$ cat config.mk
export PLATFORM = sky130hd
export DESIGN_NAME = cabe_exec
export DESIGN_NICKNAME = d
export VERILOG_FILES = /design/src/common/cabe_pkg.sv /design/src/cabe_exec.sv
export SDC_FILE = /design/constraint.sdc
export NUM_CORES = 1
export LEC_CHECK = 0
export ABC_AREA = 0
export BUFFER_PORTS_ARGS = -buffer_cell sky130_fd_sc_hd__buf_4
export CORE_ASPECT_RATIO = 1.1
export CORE_MARGIN = 2
export CORE_UTILIZATION = 45
export DETAILED_ROUTE_END_ITERATION = 10
export PLACE_DENSITY = 0.62
export REMOVE_ABC_BUFFERS = 1
export SETUP_SLACK_MARGIN = 0.5
export SLEW_MARGIN = 10
export SYNTH_ARGS = -nofsm -noshare
export SYNTH_HDL_FRONTEND = slang
export SYNTH_SLANG_ARGS = --single-unit
$ cat constraint.sdc
create_clock -name core_clk -period 3.7 [get_ports core_clk]
set_clock_uncertainty 0.2 [all_clocks]
set_input_delay 0.74 -clock core_clk [delete_from_list [all_inputs] [get_ports core_clk]]
set_output_delay 0.74 -clock core_clk [all_outputs]
set_load 0.02 [all_outputs]
$ cat src/common/cabe_pkg.sv
// Purpose: shared constants and types of the execute stage (alu, multiply, flow control)
// Assumes: one 100 MHz core clock, operands already read from the register file
// Notes:   status register bit positions follow the usual I T H S V N Z C order
package cabe_pkg;

  // status register bit positions
  localparam int SREG_C = 0;  // carry
  localparam int SREG_Z = 1;  // zero
  localparam int SREG_N = 2;  // negative
  localparam int SREG_V = 3;  // two's complement overflow
  localparam int SREG_S = 4;  // sign, n xor v
  localparam int SREG_H = 5;  // half carry
  localparam int SREG_I = 7;  // global interrupt enable

  localparam int PC_W = 22;  // program counter width in bits, counting words

  // execution lengths in core clock cycles
  localparam logic [2:0] CYC_ONE   = 3'h1;  // register and single operand ops
  localparam logic [2:0] CYC_WORD  = 3'h2;  // word add and subtract immediate
  localparam logic [2:0] CYC_MUL   = 3'h2;  // all multiplies
  localparam logic [2:0] CYC_RELATIVE_JUMP  = 3'h2;  // relative and indirect jump
  localparam logic [2:0] CYC_DJMP  = 3'h3;  // direct jump
  localparam logic [2:0] CYC_RELATIVE_SUBROUTINE_INVOKE = 3'h4;  // relative and indirect call
  localparam logic [2:0] CYC_DCALL = 3'h5;  // direct call
  localparam logic [2:0] CYC_RET   = 3'h5;  // subroutine and interrupt exit
  localparam logic [2:0] CYC_SKIP1 = 3'h2;  // skip over a one word instruction
  localparam logic [2:0] CYC_SKIP2 = 3'h3;  // skip over a two word instruction

  // program counter steps
  localparam logic [PC_W-1:0] PC_STEP1 = 22'h00_0001;
  localparam logic [PC_W-1:0] PC_STEP2 = 22'h00_0002;
  localparam logic [PC_W-1:0] PC_STEP3 = 22'h00_0003;

  // decoded operation presented by the decoder
  typedef enum logic [5:0] {
    op_nop, op_add, op_add_carry, op_word_add_immediate, op_subtract,
    op_subtract_constant, op_subtract_borrow, op_subtract_borrow_constant,
    op_word_subtract_immediate, op_and, op_mask_constant, op_or, op_merge_constant,
    op_xor_registers, op_bitwise_invert, op_twos_complement_op, op_bits_set,
    op_bits_clear, op_plus_one, op_minus_one, op_test_value, op_zero_register,
    op_set_all_ones, op_product_unsigned, op_product_signed,
    op_product_signed_by_unsigned, op_fractional_product_unsigned,
    op_fractional_product_signed, op_fractional_product_mixed, op_relative_jump,
    op_indirect_jump, op_direct_jump, op_relative_subroutine_invoke,
    op_indirect_subroutine_invoke, op_direct_subroutine_invoke, op_subroutine_exit,
    op_interrupt_exit, op_compare_skip_equal
  } cabe_op_t;

  // whole state of the execute stage
  typedef struct packed {
    logic [2:0]      cnt;      // cycles still to run before done
    logic            done;     // result cycle
    logic            rd_we;    // write low destination
    logic [7:0]      res;      // low result byte
    logic            hi_we;    // write high register of a word pair
    logic [7:0]      res_hi;   // high result byte
    logic            prod_we;  // write product to r1:r0
    logic            sreg_we;  // status register update
    logic [7:0]      sreg;     // new status register
    logic            pc_we;    // program counter load
    logic [PC_W-1:0] pc;       // new program counter
    logic            push_we;  // push return address
    logic [PC_W-1:0] push_pc;  // return address
  } cabe_state_t;

endpackage

$ cat src/cabe_exec.sv
// Purpose: execute stage for arithmetic, logic, multiply and flow control instructions
// Assumes: decoder gives operation and operands; register file and stack live outside
// Notes:   results and strobes appear together in the done cycle
//
// Functional notes
// - add and add-carry: sum, z c n v h, one cycle
// - word add immediate: pair sum, z c n v s, two cycles
// - subtract, subtract constant: z c n v h, one cycle
// - borrow subtracts also remove carry, one cycle
// - word subtract immediate: z c n v s, two cycles
// - and, mask constant: z n v only, one cycle
// - or, merge constant, xor: z n v, one cycle
// - single operand ops, listed flags, one cycle
// - bits set or, bits clear and-not, z n v
// - multiplies write r1:r0, z c, two cycles
// - fractional multiplies shift product left once first
// - relative/indirect jump two cycles, direct three
// - calls four or five, returns five cycles
// - compare skip: no flags, skip two or three
`timescale 1ns/1ps
module cabe_exec
  import cabe_pkg::*;
(
  input  wire logic            core_clk,     // core clock, 100 MHz
  input  wire logic            reset_n,      // asynchronous reset, active low
  input  wire cabe_op_t        issue_op,     // decoded operation
  input  wire logic            issue_valid,  // operation offered this cycle
  output logic                 issue_ready,  // stage can take an operation
  input  wire logic [7:0]      rd_val,       // destination (or low pair) operand
  input  wire logic [7:0]      rd_hi_val,    // high register of a word pair
  input  wire logic [7:0]      rr_val,       // source register operand
  input  wire logic [7:0]      imm_k,        // constant operand
  input  wire logic [11:0]     rel_k,        // signed relative offset
  input  wire logic [PC_W-1:0] abs_k,        // absolute target address
  input  wire logic [15:0]     z_ptr,        // z pointer for indirect jumps
  input  wire logic [PC_W-1:0] pc_in,        // address of this instruction
  input  wire logic [PC_W-1:0] stack_pc,     // return address popped from stack
  input  wire logic            next_long,    // following instruction is two words
  input  wire logic [7:0]      sreg_in,      // current status register
  output logic                 done,         // one-cycle result pulse
  output logic                 rd_we,        // write rd_data to destination
  output logic [7:0]           rd_data,      // low result byte
  output logic                 rd_hi_we,     // write rd_hi_data to high pair register
  output logic [7:0]           rd_hi_data,   // high result byte
  output logic                 r1r0_we,      // write r1r0_data to r1:r0
  output logic [15:0]          r1r0_data,    // product
  output logic                 sreg_we,      // load sreg_data into status register
  output logic [7:0]           sreg_data,    // new status register
  output logic                 pc_we,        // load pc_data into program counter
  output logic [PC_W-1:0]      pc_data,      // new program counter
  output logic                 push_we,      // push push_data onto return stack
  output logic [PC_W-1:0]      push_data     // return address
);

  cabe_state_t st_reg;   // registered state
  cabe_state_t st_next;  // next state
  logic        busy;     // multi-cycle operation in flight
  logic        fire;     // operation taken this cycle

  // flags of an 8-bit add
  function automatic logic [7:0] add_fl(input logic [7:0] s, a, b, r);
    logic [7:0] f;
    f = s;
    f[SREG_H] = (a[3] & b[3]) | (b[3] & ~r[3]) | (~r[3] & a[3]);
    f[SREG_V] = (a[7] & b[7] & ~r[7]) | (~a[7] & ~b[7] & r[7]);
    f[SREG_C] = (a[7] & b[7]) | (b[7] & ~r[7]) | (~r[7] & a[7]);
    f[SREG_N] = r[7];
    f[SREG_Z] = (r == 8'h00);
    return f;
  endfunction

  // flags of an 8-bit subtract a - b
  function automatic logic [7:0] sub_fl(input logic [7:0] s, a, b, r);
    logic [7:0] f;
    f = s;
    f[SREG_H] = (~a[3] & b[3]) | (b[3] & r[3]) | (r[3] & ~a[3]);
    f[SREG_V] = (a[7] & ~b[7] & ~r[7]) | (~a[7] & b[7] & r[7]);
    f[SREG_C] = (~a[7] & b[7]) | (b[7] & r[7]) | (r[7] & ~a[7]);
    f[SREG_N] = r[7];
    f[SREG_Z] = (r == 8'h00);
    return f;
  endfunction

  // flags of a logic result: overflow always cleared
  function automatic logic [7:0] log_fl(input logic [7:0] s, r);
    logic [7:0] f;
    f = s;
    f[SREG_V] = 1'b0;
    f[SREG_N] = r[7];
    f[SREG_Z] = (r == 8'h00);
    return f;
  endfunction

  // a new operation is only taken when nothing is running
  assign busy        = (st_reg.cnt != 3'h0);
  assign issue_ready = ~busy;
  assign fire        = issue_valid & ~busy;

  // strobes qualified by the done cycle, data straight from flops
  assign done       = st_reg.done;
  assign rd_we      = st_reg.done & st_reg.rd_we;
  assign rd_hi_we   = st_reg.done & st_reg.hi_we;
  assign r1r0_we    = st_reg.done & st_reg.prod_we;
  assign sreg_we    = st_reg.done & st_reg.sreg_we;
  assign pc_we      = st_reg.done & st_reg.pc_we;
  assign push_we    = st_reg.done & st_reg.push_we;
  assign rd_data    = st_reg.res;
  assign rd_hi_data = st_reg.res_hi;
  assign r1r0_data  = {st_reg.res_hi, st_reg.res};
  assign sreg_data  = st_reg.sreg;
  assign pc_data    = st_reg.pc;
  assign push_data  = st_reg.push_pc;

  // next-state logic: result is computed at issue and held until done
  always_comb begin
    logic [7:0]      a;     // destination operand
    logic [7:0]      b;     // second operand, register or constant
    logic [7:0]      r;     // byte result
    logic [7:0]      f;     // new flags
    logic [15:0]     w;     // word pair operand
    logic [15:0]     wr;    // word result
    logic [15:0]     ea;    // multiplicand, extended
    logic [15:0]     eb;    // multiplier, extended
    logic [15:0]     p;     // raw product
    logic [15:0]     pr;    // product as written
    logic [2:0]      cyc;   // execution length
    logic [PC_W-1:0] rel;   // relative jump target
    a       = rd_val;
    b       = rr_val;
    r       = 8'h00;
    f       = sreg_in;
    w       = {rd_hi_val, rd_val};
    wr      = 16'h0000;
    ea      = {8'h00, rd_val};
    eb      = {8'h00, rr_val};
    p       = 16'h0000;
    pr      = 16'h0000;
    cyc     = CYC_ONE;
    rel     = pc_in + {{(PC_W-12){rel_k[11]}}, rel_k} + PC_STEP1;
    st_next = st_reg;
    if (busy) begin
      // count down; done fires as the count reaches zero
      st_next.cnt  = st_reg.cnt - 3'h1;
      st_next.done = (st_reg.cnt == 3'h1);
    end else if (fire) begin
      st_next.rd_we   = 1'b0;
      st_next.hi_we   = 1'b0;
      st_next.prod_we = 1'b0;
      st_next.sreg_we = 1'b1;
      st_next.pc_we   = 1'b0;
      st_next.push_we = 1'b0;
      case (issue_op)
        op_add, op_add_carry: begin
          r = a + b + {7'h00, (issue_op == op_add_carry) & sreg_in[SREG_C]};
          f = add_fl(sreg_in, a, b, r);
          st_next.rd_we = 1'b1;
        end
        op_subtract, op_subtract_constant, op_subtract_borrow,
        op_subtract_borrow_constant: begin
          if (issue_op == op_subtract_constant || issue_op == op_subtract_borrow_constant) begin
            b = imm_k;
          end
          if (issue_op == op_subtract_borrow || issue_op == op_subtract_borrow_constant) begin
            r = a - b - {7'h00, sreg_in[SREG_C]};
          end else begin
            r = a - b;
          end
          f = sub_fl(sreg_in, a, b, r);
          st_next.rd_we = 1'b1;
        end
        op_word_add_immediate: begin
          wr        = w + {8'h00, imm_k};
          f[SREG_V] = ~w[15] & wr[15];
          f[SREG_C] = w[15] & ~wr[15];
          cyc       = CYC_WORD;
        end
        op_word_subtract_immediate: begin
          wr        = w - {8'h00, imm_k};
          f[SREG_V] = w[15] & ~wr[15];
          f[SREG_C] = ~w[15] & wr[15];
          cyc       = CYC_WORD;
        end
        op_and, op_mask_constant, op_or, op_merge_constant, op_xor_registers,
        op_bits_set, op_bits_clear: begin
          if (issue_op == op_mask_constant || issue_op == op_merge_constant ||
              issue_op == op_bits_set) begin
            b = imm_k;
          end else if (issue_op == op_bits_clear) begin
            b = 8'hFF - imm_k;
          end
          if (issue_op == op_and || issue_op == op_mask_constant ||
              issue_op == op_bits_clear) begin
            r = a & b;
          end else if (issue_op == op_xor_registers) begin
            r = a ^ b;
          end else begin
            r = a | b;
          end
          f = log_fl(sreg_in, r);
          st_next.rd_we = 1'b1;
        end
        op_bitwise_invert: begin
          r         = 8'hFF - a;
          f         = log_fl(sreg_in, r);
          f[SREG_C] = 1'b1;
          st_next.rd_we = 1'b1;
        end
        op_twos_complement_op: begin
          r = 8'h00 - a;
          f = sub_fl(sreg_in, 8'h00, a, r);
          st_next.rd_we = 1'b1;
        end
        op_plus_one, op_minus_one: begin
          r = (issue_op == op_plus_one) ? a + 8'h01 : a - 8'h01;
          f = log_fl(sreg_in, r);
          f[SREG_V] = (issue_op == op_plus_one) ? (r == 8'h80) : (r == 8'h7F);
          st_next.rd_we = 1'b1;
        end
        op_test_value, op_zero_register: begin
          r = (issue_op == op_test_value) ? a : 8'h00;
          f = log_fl(sreg_in, r);
          // a test leaves the register alone; writing it back would be harmless anyway
          st_next.rd_we = (issue_op == op_zero_register);
        end
        op_set_all_ones: begin
          r = 8'hFF;
          st_next.rd_we   = 1'b1;
          st_next.sreg_we = 1'b0;
        end
        op_product_unsigned, op_product_signed, op_product_signed_by_unsigned,
        op_fractional_product_unsigned, op_fractional_product_signed,
        op_fractional_product_mixed: begin
          // sign extension then a 16x16 product keeps only the low word, which is exact
          if (issue_op != op_product_unsigned && issue_op != op_fractional_product_unsigned) begin
            ea = {{8{rd_val[7]}}, rd_val};
          end
          if (issue_op == op_product_signed || issue_op == op_fractional_product_signed) begin
            eb = {{8{rr_val[7]}}, rr_val};
          end
          p  = ea * eb;
          pr = (issue_op == op_product_unsigned || issue_op == op_product_signed ||
                issue_op == op_product_signed_by_unsigned) ? p : {p[14:0], 1'b0};
          f[SREG_C] = p[15];
          f[SREG_Z] = (pr == 16'h0000);
          st_next.prod_we = 1'b1;
          cyc = CYC_MUL;
        end
        op_relative_jump, op_indirect_jump, op_direct_jump: begin
          st_next.sreg_we = 1'b0;
          st_next.pc_we   = 1'b1;
          if (issue_op == op_relative_jump) begin
            st_next.pc = rel;
            cyc = CYC_RELATIVE_JUMP;
          end else if (issue_op == op_indirect_jump) begin
            st_next.pc = {6'h00, z_ptr};
            cyc = CYC_RELATIVE_JUMP;
          end else begin
            st_next.pc = abs_k;
            cyc = CYC_DJMP;
          end
        end
        op_relative_subroutine_invoke, op_indirect_subroutine_invoke,
        op_direct_subroutine_invoke: begin
          st_next.sreg_we = 1'b0;
          st_next.pc_we   = 1'b1;
          st_next.push_we = 1'b1;
          if (issue_op == op_relative_subroutine_invoke) begin
            st_next.pc      = rel;
            st_next.push_pc = pc_in + PC_STEP1;
            cyc = CYC_RELATIVE_SUBROUTINE_INVOKE;
          end else if (issue_op == op_indirect_subroutine_invoke) begin
            st_next.pc      = {6'h00, z_ptr};
            st_next.push_pc = pc_in + PC_STEP1;
            cyc = CYC_RELATIVE_SUBROUTINE_INVOKE;
          end else begin
            // a direct call is two words long, so it returns two words on
            st_next.pc      = abs_k;
            st_next.push_pc = pc_in + PC_STEP2;
            cyc = CYC_DCALL;
          end
        end
        op_subroutine_exit, op_interrupt_exit: begin
          st_next.pc      = stack_pc;
          st_next.pc_we   = 1'b1;
          f[SREG_I]       = 1'b1;
          st_next.sreg_we = (issue_op == op_interrupt_exit);
          cyc = CYC_RET;
        end
        op_compare_skip_equal: begin
          // flags untouched; not equal simply lets the fetch unit go on
          st_next.sreg_we = 1'b0;
          if (rd_val == rr_val) begin
            st_next.pc_we = 1'b1;
            st_next.pc    = pc_in + (next_long ? PC_STEP3 : PC_STEP2);
            cyc = next_long ? CYC_SKIP2 : CYC_SKIP1;
          end
        end
        default: begin
          st_next.sreg_we = 1'b0;  // no operation
        end
      endcase
      if (issue_op == op_word_add_immediate || issue_op == op_word_subtract_immediate) begin
        f[SREG_N] = wr[15];
        f[SREG_Z] = (wr == 16'h0000);
        f[SREG_S] = wr[15] ^ f[SREG_V];
        r = wr[7:0];
        st_next.res_hi = wr[15:8];
        st_next.rd_we  = 1'b1;
        st_next.hi_we  = 1'b1;
      end else if (st_next.prod_we) begin
        r = pr[7:0];
        st_next.res_hi = pr[15:8];
      end
      st_next.res  = r;
      st_next.sreg = f;  // unlisted flags pass through from sreg_in
      st_next.cnt  = cyc - 3'h1;
      st_next.done = (cyc == CYC_ONE);
    end else begin
      st_next.done = 1'b0;
    end
  end

  // single state register
  always_ff @(posedge core_clk or negedge reset_n) begin
    if (!reset_n) begin
      st_reg <= '0;
    end else begin
      st_reg <= st_next;
    end
  end
endmodule

; After elaboration in Yosys (flattened, before gate mapping)
; Index checks and enable logic that the tools add are counted.
; Widths: inputs -> output; s select.
[totals]
reg_bits = 78
[classes]
add_sub_neg = 18
bitwise_logic = 61
n_reduce_logical = 41
n_mux = 78
multipliers = 1
eq_ne = 45
[ops]
columns = op, n
row1 = $mux 16, 12
row2 = $mux 8, 24
row3 = $mux 22, 6
row4 = $eq 6x5->1 const B, 16
row5 = $pmux 23 s4, 1
row6 = $pmux 8 s8, 1
row7 = $logic_not 8->1, 7
row8 = $eq 6x4->1 const B, 8
row9 = $mux 23, 2
row10 = $add 22x1->22 const B, 2
row11 = $eq 6x6->1 const B, 6
row12 = $and 1x1->1, 32
row13 = $logic_not 16->1, 2
row14 = $pmux 16 s2, 1
row15 = $reduce_or 27->1, 1
row16 = $eq 6x3->1 const B, 4
row17 = $add 22x2->22, 1
row18 = $add 22x2->22 const B, 1
row19 = $add 22x22->22, 1
row20 = $pmux 1 s7, 3
row21 = $reduce_or 18->1, 1
row22 = $add 16x8->16, 1
row23 = $mul 16x16->16, 1
row24 = $sub 16x8->16, 1
row25 = 46 further kinds, 109

; Longest topological paths before layout
; Gate-level depths: netlist of the first run.
[logic_depth]
word_depth = 20
ltp_mapped = 27

; Worst setup path after synthesis of the first run
; OpenSTA, ideal clock, no wires.
[synth_timing]
path_kind = input -> register
start = input issue_op[0]
end = register st_reg, in the netlist rd_hi_data[7]
path_slack_ps = -3140
required_ps = 3374
arrival_ps = 6514
stages = 24
path_cell_list = buf_4 -> nor3b_2 -> o211ai_2 -> and2_1 -> nand2_1 -> inv_1 -> fa_1 -> inv_1 -> fa_1 -> inv_1 -> fa_1 -> fa_1 -> fa_1 -> inv_1 -> fa_1 -> inv_1 -> ha_1 -> and2_1 -> a311oi_1 -> o21ai_0 -> xnor2_1 -> mux2_1 -> a21oi_1 -> o32a_1
[synth_via]
elab_chain_cells = 11
word_cells_on_any_way = 37
cone_classes = mul (1) / eq/ne (10) / mux (18) / reduce/logical (8)
[synth_lines]
columns = element, line_no
row1 = "start, declared", cabe_exec.sv:26  ; input wire cabe_op_t issue_op,
row2 = $ne 6x5->1 or $eq 6x5->1 (tied branches), --
row3 = $logic_and 1x1->1 or $logic_or 1x1->1 (tied branches), "cabe_exec.sv:234, cabe_exec.sv:237"
row4 = $mux 16 (on tied branches), "cabe_exec.sv:234, cabe_exec.sv:237"
row5 = $mux 16, cabe_exec.sv:152  ; case (issue_op)
row6 = $mux 16, cabe_exec.sv:145  ; end else if (fire) begin
row7 = $mux 16, cabe_exec.sv:141  ; if (busy) begin
row8 = $mul 16x16->16, cabe_exec.sv:240  ; p = ea * eb;
row9 = $mux 16, cabe_exec.sv:242  ; issue_op == op_product_signed_by_unsigned) ? p : {p[14:0], 1'b0};
row10 = $mux 16, cabe_exec.sv:152
row11 = $mux 8, cabe_exec.sv:310  ; end else if (st_next.prod_we) begin
row12 = $mux 8, cabe_exec.sv:302  ; if (issue_op == op_word_add_immediate || issue_op == op_word_subtract_immediate) begin
row13 = "end signal, assigned", cabe_exec.sv:328  ; st_reg <= st_next;
row14 = "end, declared", cabe_exec.sv:55  ; cabe_state_t st_reg;
; Several ways; a longest one is shown, not always the timed one. The select of a mux whose other input is x is not followed.
; A chain may end at the register's enable or synchronous reset.

; Worst setup path in the final report of the first run
[layout_timing]
start = input issue_op[2]
end = register st_reg, in the netlist rd_hi_data[7]
; Same word-level chain as after synthesis.

==> key figures, run 1 <==
Floorplan
  • Number of I/O pins: ~240
  • Die ar.: 34,300 um^2
  • Die W: 177 um
  • Die Height: 194 um
  • Initial Utilization: 45.8%
  • Core Area: 32,300 um^2
  • Num rows: 69

Synthesis
  • Synthesized area per cell: 7.66 um^2
  • Yosys reg bits: 78
  • Post-Synthesis Cells: 1,928
  • Async SR Flop Fraction: between 90% and 100%
  • Yosys warns: 0
  • Sequential area share after synthesis: 13.2%
  • Library cells used by synthesis: between 90 and 100
  • Mapped cell area: 14,800 um^2
  • Dominant synthesized flop cell: dfrtp_1
  • EDFF count, synth: 0

Setup path
  • Worst EP arrival: 6580 ps
  • Critical path class: primary input to flip-flop
  • Critical path peak fanout: 4
  • Critical path launch point type: primary input
  • Setup crit end kind: flip-flop
  • Worst endpoint required time: 3730 ps

Routing
  • Vias per Instance: ~5.8
  • Number of detailed-route iterations in the first pass: 6
  • WL final: 61,500 um
  • Routed Antenna Nets: 0
  • Wire length per cell: about 22 um
  • Iteration-0 DRC Markers: approximately 1.2k
  • Via Count: 16.5k
  • DRC Markers: 0

Place
  • Gpl congestion: 0.970
  • Post-DP HPWL: between 40,000 and 50,000 um
  • Port Buffer Count: 235
  • Pre-CTS setup slack: -3600 ps

GRT
  • Largest net degree at the start of global routing: 68
  • All-Layer GR Usage: between 30% and 40%
  • Vias in the first global route: 16.7k
  • Total grt overflow: 0
  • Global-route wire length before repair: 94,000 um
  • Initial antenna violation count: 0

Layout
  • Highest-count cells in the layout ignoring fill and taps: 578 x buf_4, 191 x nand2_1, 161 x nor2_1, 141 x inv_1
  • P&R area growth vs syn: 44.1%
  • Commonest non-fill, non-tap cell in the layout: buf_4
  • Ratio of cells with drive above 1 in the final layout: a little under two fifths
  • Nets: 2,806
  • Antenna cells: 0

Timing
  • Rel. slew slack: 22.7%
  • Setup tns final: -30,900 ps
  • Final WS setup: -2850 ps
  • Slew Limit Fails: 0
  • Tcrit/Tclk final: 177%
  • Final min period: 6550 ps
  • Setup violations, final: 19
  • Worst-Margin Slew: 1150 ps
  • WHS: between 200 and 300 ps
  • Max Clk Rate: between 150 and 200 MHz
  • RSZ-0062 raised after global routing: true
  • Final Hold Viols: 0

Power
  • Peak supply drop: 0.000523 V
  • Leakage: 9.99 nW
  • PwrDens: 500 nW/um^2
  • Total power: 10.6 mW

Clocking
  • Worst skew pair latency: 350 ps
  • Clk sinks: 78
  • CTS max path bufs: 2
  • Clk root buf: clkbuf_16
  • Htree depth: 3
  • # hold bufs at CTS: 0
  • Clock-pin slew on the worst setup and hold paths: 60 ps
  • Cts bufs inserted: 9
  • CTS tree: built

Status
  • Status: complete, but fails checks
  • Failing checks: negative setup slack

Min path
  • Min-delay worst type: flip-flop to flip-flop

Run
  • Max Cap Viol: 0
==> cell usage after synthesis (10+ instances only) <==
| library cell | n | area [um^2] |
|---|---|---|
| a211oi_1 | 15 | 113 |
| a21o_1 | 16 | 120 |
| a21oi_1 | 132 | 661 |
| a221oi_1 | 13 | 114 |
| a31oi_1 | 21 | 131 |
| and2_1 | 29 | 181 |
| and3_1 | 12 | 75.1 |
| buf_2 | 11 | 55.1 |
| buf_4 | 87 | 653 |
| clkbuf_1 | 64 | 240 |
| dfrtp_1 | 78 | 1950 |
| fa_1 | 77 | 1540 |
| ha_1 | 156 | 1950 |
| inv_1 | 169 | 634 |
| mux2_2 | 12 | 135 |
| mux2i_1 | 42 | 420 |
| nand2_1 | 201 | 754 |
| nand2b_1 | 22 | 138 |
| nand3_1 | 38 | 190 |
| nand4_1 | 18 | 113 |
| nor2_1 | 178 | 668 |
| nor2b_1 | 12 | 75.1 |
| nor3_1 | 30 | 150 |
| nor4_1 | 18 | 113 |
| o211ai_1 | 10 | 75.1 |
| o21a_1 | 12 | 90.1 |
| o21ai_0 | 148 | 741 |
| o221ai_1 | 16 | 140 |
| o22ai_1 | 13 | 81.3 |
| or2_2 | 10 | 62.6 |
| xnor2_1 | 77 | 674 |
| xor2_1 | 33 | 289 |
==> critical path, stage by stage <==
cell and delay (ps):
buf_8 100, and3b_2 220, o211ai_4 260, and2_4 230, nand2_4 50, buf_6 120
fa_1 590, fa_1 450, fa_1 490, fa_1 540, fa_1 450, fa_2 370
xor2_1 150, xnor2_1 130, xnor2_1 140, xnor2_1 230, xnor2_2 140, xnor3_1 290
xnor2_1 230, buf_4 170, mux2_4 150, a21oi_2 50, o32a_1 290
==> final cells by class <==
class,count,area (um^2)
Clock buffer,9,225
Clock inverter,7,96.3
Fill cell,2710,11000
Inverter,176,701
Multi-Input combinational cell,1503,12300
Sequential cell,78,1950
Tap cell,426,533
Timing Repair Buffer,661,5520
==> report_power, final <==
part | internal (mW) | switching [mW]
sequential | 1.13 | 0.221
clock | 0.595 | 0.419
combinational | 4.12 | 4.15
==> stage by stage <==
step | util [%] | instances | cell area, um^2
4_1_cts | 64.5 | 2846 | 20800
3_3_place_gp | 59.0 | 2803 | 19100
5_1_grt | 65.9 | 2860 | 21300
3_5_place_dp | 59.0 | 2803 | 19100
2_1_floorplan | - | 1757 | 13800
6_report | 65.9 | 2860 | 21300
==> kinds of logic (layout without fill, tap and decap cells) <==
group / after synthesis / in the layout / synth area share [%]
fa+ha+maj: 234 / 234 / 23.7
compound gates: 489 / 489 / 20.9
simple gates: 610 / 610 / 19.8
buf+inv: 347 / 853 / 11.3
mux: 55 / 55 / 3.84
xor+xnor: 115 / 115 / 7.28
flops: 78 / 78 / 13.2
==> worst paths after layout <==
kind,to,start,slack [ps],cells past startpoint
min reg2reg,st_reg[22]$_DFFE_PN0P_,st_reg[22]$_DFFE_PN0P_,260,2
max,rd_hi_data[7]$_DFFE_PN0P_,issue_op[2],-2850,23
max in group asynchronous,rd_hi_data[6]$_DFFE_PN0P_,reset_n,2200,2
max reg2reg,rd_data[4]$_DFFE_PN0P_,st_reg[75]$_DFFE_PN0P_,850,12
min in group asynchronous,pc_data[20]$_DFFE_PN0P_,reset_n,340,1
min,st_reg[22]$_DFFE_PN0P_,st_reg[22]$_DFFE_PN0P_,260,2
==> layer usage <==
layer	vias up	GRT usage [%]	routed length (um)	share of wire [%]
met4	0	17.2	3450	5.6
li1	7629	-	-	-
met2	798	59.9	29300	48
met5	-	0	0	0
met1	7867	42.7	23900	39
met3	211	7.18	4890	7.9
==> repair_timing <==
action / CTS / global route
gates resized for setup: 263 / 94
buffers inserted: 24 / 14
pin swaps: 114 / 65
setup endpoints to repair: 36 / 42
gates cloned: 3 / 0
hold endpoints to repair: 0 / 0
No activity file was read; power rests on OpenSTA's default activity.
==> inputs of run 2 (changes only) <==
--- a/config.mk
+++ b/config.mk
@@ -11,9 +11,11 @@
 export CORE_MARGIN = 2
 export CORE_UTILIZATION = 45
 export DETAILED_ROUTE_END_ITERATION = 10
-export PLACE_DENSITY = 0.62
+export PLACE_DENSITY = 0.65
+export RECOVER_POWER = 25
 export REMOVE_ABC_BUFFERS = 1
 export SETUP_SLACK_MARGIN = 0.5
+export SKIP_CTS_REPAIR_TIMING = 1
 export SLEW_MARGIN = 10
 export SYNTH_ARGS = -nofsm -noshare
 export SYNTH_HDL_FRONTEND = slang
==> run 2 against run 1 <==
Effect of this change:
- the run ends with max-capacitance violations, max-slew violations, negative setup slack left
- wire length increased by 0.86%
- critical path depth increased by 5
- worst setup slack got worse by 170 ps
- final area increased by 1.7%
- combinational power decreased by 1%
- die area unchanged
- utilization increased by 1.1 points
- non-clock buffer count increased by 30
- first-iteration DRC count increased by 8.1%
- global-route usage decreased by 2.0 points
- sequential power about the same
- largest power group unchanged
==> key figures, run 2 (synthesis gave the netlist of run 1 again) <==
Setup path
  • Worst EP arrival: 6800 ps
  • Worst reg2reg path depth: 12
  • Reg-to-Reg Start: st_reg[75]$_DFFE_PN0P_
  • Worst reg2reg path endpoint: rd_data[1]$_DFFE_PN0P_
  • Critical path class: primary input to flip-flop
  • Critical path peak fanout: 5
  • End point of the critical path: sreg_data[1]$_DFFE_PN0P_
  • Setup crit end kind: flip-flop
  • Critical path launch point type: primary input
  • Reg2reg setup slack: 900 ps
  • Worst endpoint required time: 3780 ps
  • Critical path origin: issue_op[5]

Timing
  • RSZ-0062 raised after global routing: true
  • Tcrit/Tclk final: 182%
  • Rel. slew slack: -10.1%
  • Final min period: 6720 ps
  • Setup violations, final: 19
  • Final WS setup: -3020 ps
  • Final Hold Viols: 0
  • Worst-Margin Slew: 1650 ps
  • Setup tns final: -32,460 ps
  • Max Clk Rate: 149 MHz
  • Slew Limit Fails: 60

Floorplan
  • Core Area: 32,300 um^2
  • Initial Utilization: 45.8%
  • Die ar.: 34,300 um^2
  • Die W: 177 um
  • Number of I/O pins: between 200 and 250
  • Die Height: 194 um
  • Num rows: 69

Power
  • Total power: 10.4 mW
  • Switching part of the total: 46.6%
  • Reg power frac: 13.0%
  • Leakage: 10.1 nW
  • Switching power: around 4.9 mW
  • Combinational Power Share: 78.1%
  • Clock share of power: 9.0%
  • PwrDens: ~480 nW/um^2
  • Peak supply drop: approximately 0.00051 V
  • Cell-internal power: 5.57 mW

Clocking
  • Clk sinks: 78
  • Htree depth: 3
  • Clk root buf: clkbuf_16
  • Clock-pin slew on the worst setup and hold paths: about 70 ps
  • Cts bufs inserted: 9
  • CTS tree: built
  • CTS max path bufs: 2
  • Worst skew pair latency: 360 ps

Routing
  • Routed Antenna Nets: 0
  • Vias per Instance: 5.81
  • Iteration-0 DRC Markers: roughly 1.3k
  • DRC Markers: 0
  • Wire length per cell: 21.5 um
  • Number of detailed-route iterations in the first pass: 6
  • Via Count: 16.8k
  • WL final: 62,000 um

Place
  • Port Buffer Count: 235
  • Gpl congestion: between 0.9 and 1
  • Post-DP HPWL: 47,900 um
  • Post-DP Area: 19,100 um^2
  • Placed insts: 2,814

GRT
  • Global-route wire length before repair: 88,700 um
  • All-Layer GR Usage: 33.4%
  • Total grt overflow: 0
  • Vias in the first global route: 16.2k
  • Largest net degree at the start of global routing: between 60 and 70
  • Initial antenna violation count: 0

Layout
  • Highest-count cells in the layout ignoring fill and taps: 611 x buf_4, 191 x nand2_1, 159 x nor2_1, 141 x inv_1
  • Final Non-Filler Cells: 2,891
  • Final Cell Area: 21,600 um^2
  • Ratio of cells with drive above 1 in the final layout: 39.1%
  • Commonest non-fill, non-tap cell in the layout: buf_4
  • Nets: 2,836
  • P&R area growth vs syn: 46.5%
  • Core Util, Final: 67.1%

Status
  • Failing checks: max-capacitance violations, max-slew violations, negative setup slack
  • Status: complete, but fails checks

Min path
  • Min-delay worst type: flip-flop to flip-flop

Run
  • Max Cap Viol: 1
## run 2: cell count changes in the layout (fill, tap and decap cells not counted), moves of 4 or more
cell	previous run	this run
ha_1	124	120
buf_4	578	611
ha_4	27	31
clkbuf_16	9	13
o21ai_0	124	120
o21ai_2	8	12
buf_6	53	47
a21oi_2	10	16
## run 2: area by class of cell
| class | count | area [um^2] |
|---|---|---|
| fillers | 2621 | 10600 |
| flip-flops and latches | 78 | 1950 |
| repair buffers | 691 | 5740 |
| well taps | 426 | 533 |
| clock inverters | 7 | 63.8 |
| inverters | 176 | 689 |
| diodes | 1 | 2.50 |
| multi-input cells | 1503 | 12400 |
| clock buffers | 9 | 225 |
## run 2: critical path, cell delays in order
cell	delay, ps
buf_4	110
and2b_2	290
o211ai_4	120
buf_4	160
buf_6	120
and3_4	180
buf_4	140
fa_1	510
fa_2	610
ha_4	210
ha_4	210
fa_1	530
inv_1	60
fa_1	520
inv_1	60
ha_4	170
buf_4	140
nor4_4	260
o21ai_1	150
nand2_1	180
o21bai_1	120
a211oi_2	190
nor2_1	70
buf_4	160
nor4_2	260
o2111a_1	240
o221ai_2	100
a31oi_2	180
## run 2: metal layers
layer | up-vias | routed length, um | global-route usage [%]
li1 | 7693 | - | -
met1 | 7986 | 23800 | 40.4
met2 | 857 | 28900 | 56.7
met3 | 265 | 4860 | 5.55
met4 | 0 | 4510 | 17.4
met5 | - | 0 | 0
## run 2: power groups by stage
stage / Combinational [mW] / Sequential, mW / Clock, mW
floorplan: 2.82 / 1.70 / 0
global placement: 6.27 / 1.36 / 0
detailed placement: 6.38 / 1.36 / 0
CTS: 6.41 / 1.35 / 0.941
global route: 8.66 / 1.38 / 0.974
finish: 8.16 / 1.35 / 0.938
## run 2: worst min-delay path by stage
stage	from	cells after the start	slack, ps	to
floorplan	reset_n	0	240	done$_DFF_PN0_
global placement	st_reg[45]$_DFFE_PN0P_	2	250	st_reg[45]$_DFFE_PN0P_
detailed placement	st_reg[45]$_DFFE_PN0P_	2	260	st_reg[45]$_DFFE_PN0P_
CTS	st_reg[45]$_DFFE_PN0P_	2	270	st_reg[45]$_DFFE_PN0P_
global route	st_reg[45]$_DFFE_PN0P_	2	290	st_reg[45]$_DFFE_PN0P_
finish	sreg_data[7]$_DFFE_PN0P_	2	270	sreg_data[7]$_DFFE_PN0P_
## run 2: stage by stage
| step | setup WS, ps | hold WS, ps |
|---|---|---|
| 2_1_floorplan | -3260 | 239 |
| 3_3_place_gp | -3540 | 254 |
| 3_5_place_dp | -3600 | 256 |
| 4_1_cts | -3260 | 273 |
| 5_1_grt | -3230 | 289 |
| 6_report | -3020 | 270 |
==> inputs of run 3 (changes only) <==
--- a/config.mk
+++ b/config.mk
@@ -11,6 +11,7 @@
 export CORE_MARGIN = 2
 export CORE_UTILIZATION = 45
 export DETAILED_ROUTE_END_ITERATION = 10
+export GPL_TIMING_DRIVEN = 0
 export PLACE_DENSITY = 0.65
 export RECOVER_POWER = 25
 export REMOVE_ABC_BUFFERS = 1
==> constraint.sdc (replaced) <==
create_clock -name core_clk -period 3.7 [get_ports core_clk]
set_clock_uncertainty 0.2 [all_clocks]
set_input_delay 0.37 -clock core_clk [delete_from_list [all_inputs] [get_ports core_clk]]
set_output_delay 0.37 -clock core_clk [all_outputs]
set_load 0.02 [all_outputs]
==> run 3 against run 2 <==
Effect of this change:
- sequential power barely moved
- non-clock buffer count fell by 331
- count of clock-buffer cells in the layout rose by 1
- final area fell by 12%
- maximum frequency rose by 5.3%
- final cell count fell by 11%
- first-iteration DRC count rose by 15%
- register-to-register slack got worse by 800 ps
- die area did not move
- the flow still finishes with violations (max-capacitance violations, max-slew violations, negative setup slack)
- global-route usage fell by 3.6 points
- power fell by 9.0%
- wire length fell by 7.4%
==> key figures, run 3 (synthesis gave the netlist of run 1 again) <==
Status
  • Status: complete, but fails checks
  • Failing checks: max-capacitance violations, max-slew violations, negative setup slack

Routing
  • Number of detailed-route iterations in the first pass: 6
  • Routed Antenna Nets: 0
  • Wire length per cell: between 20 and 25 um
  • Iteration-0 DRC Markers: ~1.5k
  • DRC Markers: 0
  • WL final: 57,500 um
  • Vias per Instance: 6.08
  • Via Count: approximately 16k

Setup path
  • Critical path origin: issue_op[3]
  • Worst EP arrival: around 6500 ps
  • Reg-to-Reg Start: st_reg[75]$_DFFE_PN0P_
  • Setup crit end kind: flip-flop
  • Slowest cell on crit path: fa_2
  • Critical path class: primary input to flip-flop
  • Worst path max stage delay: 550 ps
  • Critical path peak fanout: 12
  • Worst endpoint required time: 3780 ps
  • Critical path launch point type: primary input

Clocking
  • Worst skew pair latency: 350 ps
  • CTS max path bufs: 2
  • Clk root buf: clkbuf_16
  • Cts bufs inserted: 9
  • Clock-pin slew on the worst setup and hold paths: 60 ps
  • Htree depth: 3
  • CTS tree: built
  • Clk sinks: 78

Floorplan
  • Num rows: 69
  • Die W: roughly 180 um
  • Die ar.: 34,300 um^2
  • Die Height: approximately 190 um
  • Initial Utilization: 45.8%
  • Core Area: 32,300 um^2
  • Number of I/O pins: approximately 240

Timing
  • Final min period: around 6400 ps
  • WHS: 15.6 ps
  • Slew Limit Fails: 79
  • Final WS setup: -2680 ps
  • Max Clk Rate: 157 MHz
  • RSZ-0062 raised after global routing: true
  • Tcrit/Tclk final: 172%
  • Setup violations, final: 17
  • Worst-Margin Slew: 2110 ps
  • Final Hold Viols: 0
  • Rel. slew slack: -40.7%

Min path
  • Hold path start: sreg_in[6]
  • Min-delay worst type: primary input to flip-flop

Layout
  • Ratio of cells with drive above 1 in the final layout: 28.3%
  • Commonest non-fill, non-tap cell in the layout: buf_4
  • Antenna cells: 0
  • P&R area growth vs syn: 28.3%
  • Highest-count cells in the layout ignoring fill and taps: 308 x buf_4, 193 x nand2_1, 160 x nor2_1, 144 x inv_1, 135 x ha_1
  • Fill cells: 2,854
  • Nets: 2,509
  • Core Util, Final: roughly three fifths

GRT
  • Total grt overflow: 0
  • Initial antenna violation count: 0
  • Vias in the first global route: about 14k
  • All-Layer GR Usage: 29.8%
  • Global-route wire length before repair: around 80,000 um
  • Largest net degree at the start of global routing: 79

Place
  • Port Buffer Count: 235
  • Post-DP HPWL: around 40,000 um
  • Gpl congestion: between 0.9 and 1
  • Pre-CTS setup slack: -4330 ps

Run
  • Max Cap Viol: 1

Power
  • Leakage: 8.50 nW
  • PwrDens: around 500 nW/um^2
  • Peak supply drop: 0.000479 V
==> run 3: cell types whose count changed in the layout (fill, tap and decap cells not counted), moves of 5 or more <==
| cell | change |
|---|---|
| buf_6 | -25 |
| buf_8 | -6 |
| o21ai_0 | +7 |
| buf_12 | -11 |
| buf_4 | -303 |
| xnor2_1 | -5 |
| inv_2 | -6 |
| buf_16 | +8 |
| ha_1 | +15 |
| clkinvlp_4 | +6 |
| ha_4 | -12 |
==> run 3: final timing paths <==
| kind | slack (ps) | depth (start not counted) | end |
|---|---|---|---|
| worst max-delay path | -2680 | 29 | sreg_data[1]$_DFFE_PN0P_ |
| worst min-delay path | 20 | 3 | sreg_data[6]$_DFFE_PN0P_ |
| worst max register to register | 100 | 9 | rd_data[6]$_DFFE_PN0P_ |
| worst min register to register | 280 | 2 | st_reg[54]$_DFFE_PN0P_ |
| max in group asynchronous | 1630 | 1 | rd_data[1]$_DFFE_PN0P_ |
| min in group asynchronous | 410 | 1 | push_data[21]$_DFFE_PN0P_ |
==> run 3: per-layer routing <==
layer,GRT usage [%],share of wire (%),wire (um)
met3,5.18,9.6,5490
met4,12.4,4.7,2710
met5,0,0,0
met2,50.2,47,27300
met1,37.5,38,22000
==> run 3: layout make-up <==
cell class	instances	area [um^2]	share of cell area [%]
repair buffers	360	3210	16.9
inverters	176	709	3.74
clock inverters	6	67.6	0.356
well taps	426	533	2.81
flip-flops and latches	78	1950	10.3
multi-input cells	1507	12300	64.7
clock buffers	10	229	1.21
==> run 3: where the power goes <==
group          switching (mW)  internal (mW)  total [mW]
sequential              0.230           1.13        1.36
combinational            3.91           3.26        7.17
clock                   0.437          0.529       0.966
total                    4.58           4.92        9.50
==> run 3: worst max-delay path: cells and delay by family <==
kind	cells	cell delay [ps]
adder cells (fa/ha/maj)	7	2820
buffers and inverters	8	800
AND/OR/NAND/NOR	5	630
AO/OA/AOI/OAI	7	1450
XOR/XNOR	2	380
==> run 3: stage by stage <==
stage               cells  area, um^2  TNS, ps  power (mW)
finish               2563       19000   -24900        9.50
global placement     2418       16100  -109040        6.38
global route         2563       19000   -27040        10.0
CTS                  2436       16400   -65310        7.44
floorplan            1757       13800   -25790        4.52
detailed placement   2420       16100   -83460        6.45
